File: src/core/sps_pkg.sv
// Shared constants and state types of the select-synchronised serial port
package sps_pkg;

   // ****************************************************************
   // Bus and register map
   // ****************************************************************
   localparam int         ADDR_W    = 8;
   localparam logic [7:0] OFF_CTRL1 = 8'h00;
   localparam logic [7:0] OFF_CTRL3 = 8'h04;
   localparam logic [7:0] OFF_STAT  = 8'h08;
   localparam logic [7:0] OFF_BUF   = 8'h0c;
   localparam logic [7:0] OFF_ISTAT = 8'h10;
   localparam logic [7:0] OFF_IMASK = 8'h14;
   localparam logic [1:0] RESP_OK   = 2'h0;
   localparam logic [1:0] RESP_ERR  = 2'h2;

   // ****************************************************************
   // Field positions
   // ****************************************************************
   localparam int B_WRITE_COLLISION_FLAG = 7;
   localparam int B_OVF  = 6;
   localparam int B_EN   = 5;
   localparam int B_CKP  = 4;
   localparam int B_BUFFER_OVERWRITE_ENABLE = 4;
   localparam int B_SMP  = 7;
   localparam int B_CKE  = 6;
   localparam int B_BF   = 0;
   localparam int I_DONE = 0;
   localparam int I_WRITE_COLLISION_FLAG = 1;
   localparam int I_OVF  = 2;

   // ****************************************************************
   // Modes and timing
   // ****************************************************************
   localparam logic [3:0] MODE_M4     = 4'h0;
   localparam logic [3:0] MODE_M16    = 4'h1;
   localparam logic [3:0] MODE_M64    = 4'h2;
   localparam logic [3:0] MODE_S_SS   = 4'h4;
   localparam logic [3:0] MODE_S_NOSS = 4'h5;
   localparam int         CLK_NS      = 100;
   localparam logic [5:0] HALF_M4     = 6'h01;
   localparam logic [5:0] HALF_M16    = 6'h07;
   localparam logic [5:0] HALF_M64    = 6'h1f;
   localparam logic [4:0] LAST_EDGE   = 5'h0f;
   localparam logic [2:0] LAST_BIT    = 3'h7;

   typedef enum logic [1:0] {M_IDLE = 2'h0, M_RUN = 2'h1} sps_mst_t;

   // ****************************************************************
   // State records
   // ****************************************************************
   typedef struct packed {
      logic              sck_s1, sck_s2, sck_d;
      logic              sdi_s1, sdi_s2;
      logic              ss_s1, ss_s2, ss_d;
      logic              write_collision_flag, ovf, en, clock_idle_polarity;
      logic [3:0]        mode;
      logic              buffer_overwrite_enable, sample_phase_select, cke, bf;
      logic [7:0]        buf_q;
      logic [2:0]        istat, imask;
      sps_mst_t          mst;
      logic [5:0]        div;
      logic [4:0]        edges;
      logic              msck;
      logic              aw_hold;
      logic [ADDR_W-1:0] awaddr_q;
      logic              w_hold;
      logic [7:0]        wdata_q;
      logic              wstrb0;
      logic              bvalid;
      logic [1:0]        bresp;
      logic              rvalid;
      logic [1:0]        rresp;
      logic [7:0]        rdata;
   } sps_top_st_t;

   typedef struct packed {
      logic [7:0] sr;
      logic [2:0] cnt;
      logic       pend;
      logic       rxb;
      logic       done;
      logic [7:0] rx;
   } sps_eng_st_t;

   localparam sps_top_st_t TOP_RST = '0;
   localparam sps_eng_st_t ENG_RST = '0;

endpackage

File: src/core/sps_eng_if.sv
// Link between the port control and its shift engine
`timescale 1ns/10ps
`default_nettype none
interface sps_eng_if;
   logic       ce;
   logic       clr;
   logic       load;
   logic [7:0] load_data;
   logic       sample;
   logic       change;
   logic       sdi;
   logic       done;
   logic       busy;
   logic       sdo_bit;
   logic [7:0] rx_byte;
   modport ctl (output ce, clr, load, load_data, sample, change, sdi,
                input done, busy, sdo_bit, rx_byte);
   modport eng (input ce, clr, load, load_data, sample, change, sdi,
                output done, busy, sdo_bit, rx_byte);
endinterface
`default_nettype wire

File: src/core/sps_shift_eng.sv
// Eight-bit shift engine with bit counter
`timescale 1ns/10ps
`default_nettype none
module sps_shift_eng (
   // Clock and reset
   input  wire logic ref_clk,
   input  wire logic sys_rst,
   // Control side
   sps_eng_if.eng    e
);
   import sps_pkg::*;

   sps_eng_st_t q;
   sps_eng_st_t n;

   assign e.done    = q.done;
   assign e.busy    = (q.cnt != 3'h0) || q.pend;
   assign e.sdo_bit = q.sr[7];
   assign e.rx_byte = q.rx;

   // ****************************************************************
   // Shifting
   // ****************************************************************
   always_comb begin
      n      = q;
      n.done = 1'b0;
      if (e.clr) begin
         n.cnt  = 3'h0;                               // see (RULE4)
         n.pend = 1'b0;
         // Preload while deselected keeps the data for the next frame
         if (e.load) begin
            n.sr = e.load_data;
         end
      end else if (e.load) begin
         n.sr = e.load_data;
      end else if (e.sample) begin
         n.rxb  = e.sdi;
         n.pend = 1'b1;
         n.cnt  = q.cnt + 3'h1;
         if (q.cnt == LAST_BIT) begin
            n.done = 1'b1;                            // see (RULE10)
            n.rx   = {q.sr[6:0], e.sdi};              // see (RULE12)
            // Byte complete: finish the shift so the engine is idle at once
            n.sr   = {q.sr[6:0], e.sdi};
            n.pend = 1'b0;
         end
      end else if (e.change && q.pend) begin
         n.sr   = {q.sr[6:0], q.rxb};                 // see (RULE12)
         n.pend = 1'b0;
      end
   end

   always_ff @(posedge ref_clk) begin
      if (sys_rst) begin
         q <= ENG_RST;
      end else if (e.ce) begin
         q <= n;
      end
   end
endmodule
`default_nettype wire

File: src/core/sps_spi_slave_sync.sv
// Serial port with select-line framing, sleep handling and register slave
//
// The register offsets and the AXI4-Lite register port were decided locally.
`timescale 1ns/10ps
`default_nettype none
// Rules for this block, its master and its software
// (RULE1) Select-framed slave mode only with slave mode field code 0100.
// (RULE2) Select low in that mode: shift both ways and drive data out.
// (RULE3) Select rising: release data output at once, even mid-byte.
// (RULE4) Select high, or port disabled, resets engine and bit counter to zero.
// (RULE5) Each select fall starts a fresh transfer aligned to bit zero.
// (RULE6) Master holds select high when idle, pulls low per transfer.
// (RULE7) Software enables select control for slave with clock-edge bit set.
// (RULE8) Software keeps sample-phase bit clear in slave mode.
// (RULE9) Master mode sleep halts serial clock and freezes transfer; resumes after.
// (RULE10) Slave shifting follows external clock in sleep; byte end flags, wakes.
// (RULE11) Software disables the interrupt to avoid waking on slave bytes.
// (RULE12) MSB first; full byte goes to buffer, sets full and done flags.
// (RULE13) Buffer write during transfer ignored, sets collision flag until cleared.
// (RULE14) Slave without select control ignores select; only disable resets counter.
// (RULE15) Select and done event are in system clock domain before flags.
module sps_spi_slave_sync (
   // Clock, reset, power
   input  wire logic                       ref_clk,
   input  wire logic                       sys_rst,
   input  wire logic                       clk_en,
   input  wire logic                       sleep_req,
   // Register bus write
   input  wire logic [sps_pkg::ADDR_W-1:0] s_axi_awaddr,
   input  wire logic                       s_axi_awvalid,
   output logic                            s_axi_awready,
   input  wire logic [31:0]                s_axi_wdata,
   input  wire logic [3:0]                 s_axi_wstrb,
   input  wire logic                       s_axi_wvalid,
   output logic                            s_axi_wready,
   output logic [1:0]                      s_axi_bresp,
   output logic                            s_axi_bvalid,
   input  wire logic                       s_axi_bready,
   // Register bus read
   input  wire logic [sps_pkg::ADDR_W-1:0] s_axi_araddr,
   input  wire logic                       s_axi_arvalid,
   output logic                            s_axi_arready,
   output logic [31:0]                     s_axi_rdata,
   output logic [1:0]                      s_axi_rresp,
   output logic                            s_axi_rvalid,
   input  wire logic                       s_axi_rready,
   // Serial pins
   input  wire logic                       sck_in,
   output logic                            sck_out,
   output logic                            sck_oe,
   input  wire logic                       sdi_in,
   output logic                            sdo_out,
   output logic                            sdo_oe,
   input  wire logic                       ss_n_in,
   // Events
   output logic                            irq,
   output logic                            wake
);
   import sps_pkg::*;

   function automatic logic is_master(input logic [3:0] m);
      is_master = (m == MODE_M4) || (m == MODE_M16) || (m == MODE_M64);
   endfunction

   function automatic logic is_slave(input logic [3:0] m);
      is_slave = (m == MODE_S_SS) || (m == MODE_S_NOSS);
   endfunction

   function automatic logic [5:0] half_of(input logic [3:0] m);
      if (m == MODE_M16) begin
         half_of = HALF_M16;
      end else if (m == MODE_M64) begin
         half_of = HALF_M64;
      end else begin
         half_of = HALF_M4;
      end
   endfunction

   function automatic logic reg_hit(input logic [ADDR_W-1:0] a);
      reg_hit = (a == OFF_CTRL1) || (a == OFF_CTRL3) || (a == OFF_STAT)
             || (a == OFF_BUF) || (a == OFF_ISTAT) || (a == OFF_IMASK);
   endfunction

   sps_top_st_t q;
   sps_top_st_t n;
   sps_eng_if   e ();

   logic master_m;
   logic slave_m;
   logic ss_m;
   logic ss_hi;
   logic ss_fall;
   logic slave_go;
   logic m_tog;
   logic m_lead;
   logic m_trail;
   logic s_lead;
   logic s_trail;
   logic lead;
   logic trail;
   logic eng_ce;
   logic busy;
   logic wr_fire;
   logic buf_wr;
   logic rd_fire;
   logic done_ev;

   // ****************************************************************
   // Mode and edge decoding
   // ****************************************************************
   assign master_m = is_master(q.mode);
   assign slave_m  = is_slave(q.mode);
   assign ss_m     = (q.mode == MODE_S_SS);                     // see (RULE1)
   assign ss_hi    = q.ss_s2;                                   // see (RULE15)
   assign ss_fall  = ss_m && q.ss_d && !q.ss_s2;                // see (RULE5)
   assign slave_go = q.en && slave_m && !(ss_m && ss_hi);       // see (RULE14)
   assign m_tog    = (q.mst == M_RUN) && !sleep_req && (q.div == 6'h00);
   assign m_lead   = m_tog && (q.msck == q.clock_idle_polarity);
   assign m_trail  = m_tog && (q.msck != q.clock_idle_polarity);
   assign s_lead   = (q.sck_d == q.clock_idle_polarity) && (q.sck_s2 != q.clock_idle_polarity);
   assign s_trail  = (q.sck_d != q.clock_idle_polarity) && (q.sck_s2 == q.clock_idle_polarity);
   assign lead     = master_m ? m_lead : (slave_go && s_lead);
   assign trail    = master_m ? m_trail : (slave_go && s_trail);
   assign eng_ce   = clk_en && !(sleep_req && master_m);        // see (RULE9)
   assign busy     = e.busy || (q.mst == M_RUN);
   assign done_ev  = e.done && eng_ce;                          // see (RULE15)

   // ****************************************************************
   // Shift engine hookup
   // ****************************************************************
   assign e.ce        = eng_ce;
   assign e.clr       = !q.en || (ss_m && ss_hi) || ss_fall;    // see (RULE4)
   assign e.load      = buf_wr && !busy;
   assign e.load_data = q.wdata_q;
   assign e.sample    = q.cke ? lead : trail;                   // see (RULE2)
   assign e.change    = q.cke ? trail : lead;
   assign e.sdi       = q.sdi_s2;

   sps_shift_eng u_eng (
      .ref_clk (ref_clk),
      .sys_rst (sys_rst),
      .e       (e)
   );

   // ****************************************************************
   // Pins and bus handshakes
   // ****************************************************************
   assign sdo_out = e.sdo_bit;
   assign sdo_oe  = q.en && (master_m || (slave_m && !(ss_m && ss_hi))); // see (RULE3)
   assign sck_out = q.msck;
   assign sck_oe  = q.en && master_m;
   assign irq     = |(q.istat & q.imask);
   assign wake    = sleep_req && irq;                           // see (RULE10)

   assign s_axi_awready = !q.aw_hold && !q.bvalid;
   assign s_axi_wready  = !q.w_hold && !q.bvalid;
   assign s_axi_bvalid  = q.bvalid;
   assign s_axi_bresp   = q.bresp;
   assign s_axi_arready = !q.rvalid;
   assign s_axi_rvalid  = q.rvalid;
   assign s_axi_rresp   = q.rresp;
   assign s_axi_rdata   = {24'h000000, q.rdata};
   assign wr_fire       = q.aw_hold && q.w_hold && !q.bvalid;
   assign buf_wr        = wr_fire && q.wstrb0 && (q.awaddr_q == OFF_BUF);
   assign rd_fire       = s_axi_arvalid && !q.rvalid;

   // ****************************************************************
   // Next state
   // ****************************************************************
   always_comb begin
      logic [7:0] rd_v;
      rd_v = 8'h00;
      n    = q;
      // Pin synchronisers
      n.sck_s1 = sck_in;
      n.sck_s2 = q.sck_s1;
      n.sck_d  = q.sck_s2;
      n.sdi_s1 = sdi_in;
      n.sdi_s2 = q.sdi_s1;
      n.ss_s1  = ss_n_in;
      n.ss_s2  = q.ss_s1;
      n.ss_d   = q.ss_s2;
      // Master clock generator
      case (q.mst)
         M_IDLE: begin
            n.msck = q.clock_idle_polarity;
            if (e.load && master_m && q.en) begin
               n.mst   = M_RUN;
               n.div   = half_of(q.mode);
               n.edges = 5'h00;
            end
         end
         M_RUN: begin
            if (!q.en) begin
               n.mst = M_IDLE;
            end else if (m_tog) begin
               n.msck  = ~q.msck;
               n.div   = half_of(q.mode);
               n.edges = q.edges + 5'h01;
               if (q.edges == LAST_EDGE) begin
                  n.mst = M_IDLE;
               end
            end else if (!sleep_req) begin
               n.div = q.div - 6'h01;
            end
         end
         default: begin
            n.mst = M_IDLE;
         end
      endcase
      // Bus write capture
      if (s_axi_awvalid && s_axi_awready) begin
         n.aw_hold  = 1'b1;
         n.awaddr_q = s_axi_awaddr;
      end
      if (s_axi_wvalid && s_axi_wready) begin
         n.w_hold  = 1'b1;
         n.wdata_q = s_axi_wdata[7:0];
         n.wstrb0  = s_axi_wstrb[0];
      end
      if (wr_fire) begin
         n.aw_hold = 1'b0;
         n.w_hold  = 1'b0;
         n.bvalid  = 1'b1;
         n.bresp   = reg_hit(q.awaddr_q) ? RESP_OK : RESP_ERR;
         if (q.wstrb0) begin
            if (q.awaddr_q == OFF_CTRL1) begin
               n.write_collision_flag = q.write_collision_flag && q.wdata_q[B_WRITE_COLLISION_FLAG];
               n.ovf  = q.ovf && q.wdata_q[B_OVF];
               n.en   = q.wdata_q[B_EN];
               n.clock_idle_polarity  = q.wdata_q[B_CKP];
               n.mode = q.wdata_q[3:0];
            end else if (q.awaddr_q == OFF_CTRL3) begin
               n.buffer_overwrite_enable = q.wdata_q[B_BUFFER_OVERWRITE_ENABLE];
            end else if (q.awaddr_q == OFF_STAT) begin
               n.sample_phase_select = q.wdata_q[B_SMP];
               n.cke = q.wdata_q[B_CKE];
            end else if (q.awaddr_q == OFF_ISTAT) begin
               n.istat = q.istat & ~q.wdata_q[2:0];
            end else if (q.awaddr_q == OFF_IMASK) begin
               n.imask = q.wdata_q[2:0];
            end
         end
      end
      if (q.bvalid && s_axi_bready) begin
         n.bvalid = 1'b0;
      end
      // Bus read
      if (s_axi_araddr == OFF_CTRL1) begin
         rd_v[B_WRITE_COLLISION_FLAG] = q.write_collision_flag;
         rd_v[B_OVF]  = q.ovf;
         rd_v[B_EN]   = q.en;
         rd_v[B_CKP]  = q.clock_idle_polarity;
         rd_v[3:0]    = q.mode;
      end else if (s_axi_araddr == OFF_CTRL3) begin
         rd_v[B_BUFFER_OVERWRITE_ENABLE] = q.buffer_overwrite_enable;
      end else if (s_axi_araddr == OFF_STAT) begin
         rd_v[B_SMP] = q.sample_phase_select;
         rd_v[B_CKE] = q.cke;
         rd_v[B_BF]  = q.bf;
      end else if (s_axi_araddr == OFF_BUF) begin
         rd_v = q.buf_q;
      end else if (s_axi_araddr == OFF_ISTAT) begin
         rd_v[2:0] = q.istat;
      end else if (s_axi_araddr == OFF_IMASK) begin
         rd_v[2:0] = q.imask;
      end
      if (rd_fire) begin
         n.rvalid = 1'b1;
         n.rdata  = rd_v;
         n.rresp  = reg_hit(s_axi_araddr) ? RESP_OK : RESP_ERR;
         if (s_axi_araddr == OFF_BUF) begin
            n.bf = 1'b0;
         end
      end else if (q.rvalid && s_axi_rready) begin
         n.rvalid = 1'b0;
      end
      // Buffer write and collision
      if (buf_wr) begin
         if (busy) begin
            n.write_collision_flag          = 1'b1;                             // see (RULE13)
            n.istat[I_WRITE_COLLISION_FLAG] = 1'b1;
         end else begin
            n.buf_q = q.wdata_q;
         end
      end
      // Byte completion
      if (done_ev) begin
         n.istat[I_DONE] = 1'b1;                                // see (RULE10)
         if (q.bf && !q.buffer_overwrite_enable) begin
            n.ovf          = 1'b1;
            n.istat[I_OVF] = 1'b1;
         end else begin
            n.buf_q = e.rx_byte;                                // see (RULE12)
            n.bf    = 1'b1;
         end
      end
   end

   always_ff @(posedge ref_clk) begin
      if (sys_rst) begin
         q <= TOP_RST;
      end else if (clk_en) begin
         q <= n;
      end
   end
endmodule
`default_nettype wire

File: config.mk
export PLATFORM = sky130hd
export DESIGN_NAME = sps_spi_slave_sync
export DESIGN_NICKNAME = d
export VERILOG_FILES = /design/src/core/sps_pkg.sv /design/src/core/sps_eng_if.sv /design/src/core/sps_shift_eng.sv /design/src/core/sps_spi_slave_sync.sv
export SDC_FILE = /design/constraint.sdc
export NUM_CORES = 1
export LEC_CHECK = 0
export ABC_AREA = 1
export BUFFER_PORTS_ARGS = -buffer_cell sky130_fd_sc_hd__clkbuf_2
export CAP_MARGIN = 40
export CORE_ASPECT_RATIO = 1.25
export CORE_MARGIN = 1.5
export CORE_UTILIZATION = 50
export CTS_CLUSTER_DIAMETER = 100
export DETAILED_ROUTE_END_ITERATION = 8
export PLACE_DENSITY = 0.73
export SYNTH_ARGS = -nofsm -noshare
export SYNTH_HDL_FRONTEND = slang
export SYNTH_SLANG_ARGS = --single-unit
File: constraint.sdc
create_clock -name ref_clk -period 4.29 [get_ports ref_clk]
set_input_delay 0 -clock ref_clk [delete_from_list [all_inputs] [get_ports ref_clk]]
set_output_delay 0 -clock ref_clk [all_outputs]
set_load 0.01 [all_outputs]
==> results.md <==
- Total chip power: 1940 µW
- Rows: 41
- Routed len/inst: between 10 and 15 µm
- Root Driver: clkbuf_16
- Main synth FF type: dfxtp_1
- Setup TNS: 0 ns
- Fin nets: between 800 and 900
- Clock sinks: 100
- Critical Path End Type: register
- CP Launch Type: register
- Via count: between 4k and 5k
- Hold Crit Class: input port to register
- Least-Margin Pin Slew: about 0.78 ns
- Die area: between 10000 and 15000 µm²
- Top cells by area, synth: dfxtp_1, nand2_1, nor2_1
- H-tree levels: 3
- Outcome: finished clean
- Fmax: approximately 0.4 GHz
- CP Data Required Time: around 4.5 ns
- Final setup margin: 1.78 ns
- Initial antenna violation count: 0
- I/O pin cnt: approximately 110
- GRT Total Usage: a little under a quarter
- Overflow after GRT: 0
- Top cells by count, synth: nand2_1, dfxtp_1, nor2_1
- Global-route wire length before repair: 20600 µm
- Max-slew violations: 0
- TritonRoute pass-1 iters: 5
- Vias/cell: approximately 5.2
- Fill cells: ~960
- Hold Violations, Final: 0
- Synth top area share: about two fifths
- Routed wire length: ~13000 µm
- Synth cell types: just over 40
- 1st-iter DRT viols: 230
- Maximum VDD drop: around 260 µV
- Sequential share of the synthesized area: a little under two fifths
- Die width: between 90 and 100 µm
- EDFF count, synth: 0
- CTS tree: yes
- Pwr Density: about 330 nW/µm²
- Cts bufs inserted: 9
- Post-synth ARST share: 0%
- Post-Syn Area: 5260 µm²
- Largest net degree at the start of global routing: between 60 and 70
- Vias in the first global route: between 4k and 5k
- Skew final: about 0.0091 ns
- Period minus WS final: 2.51 ns
- RePlAce Congestion: slightly above 0.8
- Synthesized flop and latch total: 100
- Leakage: ~0.0026 µW
- Max-slew headroom: a little under half
- Maxcap violations: 0
- Antenna diode count: 0
- Final ANT Viol Nets: 0
- WHS Path Cells: 4
- Worst reg-to-reg path cell count: 11
- Share of layout cells above drive strength 1: a little over an eighth
- Largest area contributor in the netlist: dfxtp_1
- Critical Path Fanout Max: 14
- Final worst-path cycle share: 58.5%
- Clock Pin Slew Worst Setup and Hold Paths: 0.07 ns
- # setup viols final: 0
- Gate Count Post-Synth: roughly 760
- Critical path class: register to register
- RSZ-0062 raised after global routing: false
- IO Port Bufs: 57
- Worst-skew pair later-pin latency: roughly 0.35 ns
- Yosys warning count: 0
- DRC Markers: 0
- Placeable Area: 10200 µm²
- Max Root-Sink Buffers: 2
- Height of the chip: 118 µm
- Area growth syn-to-layout: 12.1%
- Critical Path AT: between 2 and 3 ns
- DP Worst Slack: roughly 1.8 ns
- Post-DP HPWL: around 9000 µm
- Syn Area/Cell: ~6.9 µm²
- Initial Util: about half
- Count leader, synth: nand2_1
==> cells in the final DEF (no fill, tap or decap), types with 9 or more instances in the layout <==
cell type,n
a21oi_1,63
clkbuf_16,9
clkbuf_2,57
conb_1,26
dfxtp_1,100
dlygate4sd3_1,21
inv_1,89
nand2_1,147
nand3_1,28
nor2_1,99
o211ai_1,13
o21ai_0,68
==> critical path, stage by stage (launching register included) <==
cell and delay (ns):
dfxtp_1 0.33, inv_1 0.09, ha_1 0.15, nand2_1 0.05
nor3_1 0.37, nand3_2 0.45, inv_2 0.35, a21oi_1 0.12
nand2_1 0.17, inv_1 0.10, o21ai_0 0.17, nor2_1 0.05
==> kinds of logic after synthesis <==
logic type | after synthesis | synth area share (%)
AND/OR/NAND/NOR | 317 | 26.5
other | 1 | 0.0712
AO/OA/AOI/OAI | 169 | 17.9
adder cells (fa/ha/maj) | 7 | 1.66
flip-flops | 100 | 38.0
buffers and inverters | 158 | 14.9
XOR/XNOR | 6 | 0.998
==> power by group <==
part           leakage, µW  switching, µW  internal [µW]
registers         0.000813           18.8            954
logic              0.00169            110           64.2
clock network     0.000140            378            419
total              0.00264            506           1440
==> flip-flops by register name, summed over array words and instances (netlist names) <==
signal	cells
q	51
u_eng.q	12
e.load_data	8
s_axi_rdata	8
u_eng.e.rx_byte	8
n	4
e.sdi	1
s_axi_bresp	1
s_axi_bvalid	1
s_axi_rresp	1
s_axi_rvalid	1
sck_out	1
ss_hi	1
u_eng.e.done	1
u_eng.e.sdo_bit	1
==> final timing paths <==
path                            endpoint                     start  slack (ns)
min          s_axi_rdata[4]$_SDFFE_PP0P_           s_axi_araddr[3]        0.01
min reg2reg           q[58]$_SDFFE_PP0P_        q[58]$_SDFFE_PP0P_        0.47
max             u_eng.q[11]$_SDFFE_PP0P_  u_eng.q[11]$_SDFFE_PP0P_        1.78
max reg2reg     u_eng.q[11]$_SDFFE_PP0P_  u_eng.q[11]$_SDFFE_PP0P_        1.78
==> cell type report <==
| type | count | area, µm² | area share (%) |
|---|---|---|---|
| clock inverter | 6 | 51.3 | 0.869 |
| timing repair buffer | 80 | 510 | 8.65 |
| clock buffer | 10 | 239 | 4.05 |
| tap | 129 | 161 | 2.74 |
| sequential | 100 | 2000 | 33.9 |
| inverter | 96 | 363 | 6.15 |
| multi-input combinational | 525 | 2570 | 43.6 |
==> per-layer routing <==
layer / part of all wire, % / up-vias / global-route usage [%] / wire length [µm]
met5: 0 / - / 0 / 0
met4: 1.3 / 0 / 7.46 / 158
met3: 4.1 / 14 / 4.01 / 516
met2: 50 / 136 / 40.7 / 6330
met1: 44 / 2295 / 28.4 / 5550
li1: - / 2493 / - / -
==> what timing repair did <==
action                    4_1_cts  5_1_grt
resized for setup               0        0
setup buffers                   0        0
hold buffers                   21        0
hold endpoints to repair       21        0
==> through the flow <==
step / instances / util, % / hold WS (ns) / cell area (µm²)
floorplan: 783 / - / 0.0780 / 5360
global placement: 909 / 53.2 / 0.229 / 5400
detailed placement: 909 / 53.2 / 0.239 / 5400
CTS: 946 / 58.1 / 0.00377 / 5900
global route: 946 / 58.1 / 0.0203 / 5900
finish: 946 / 58.1 / 0.0145 / 5900
(Power assumes the default switching activity.)
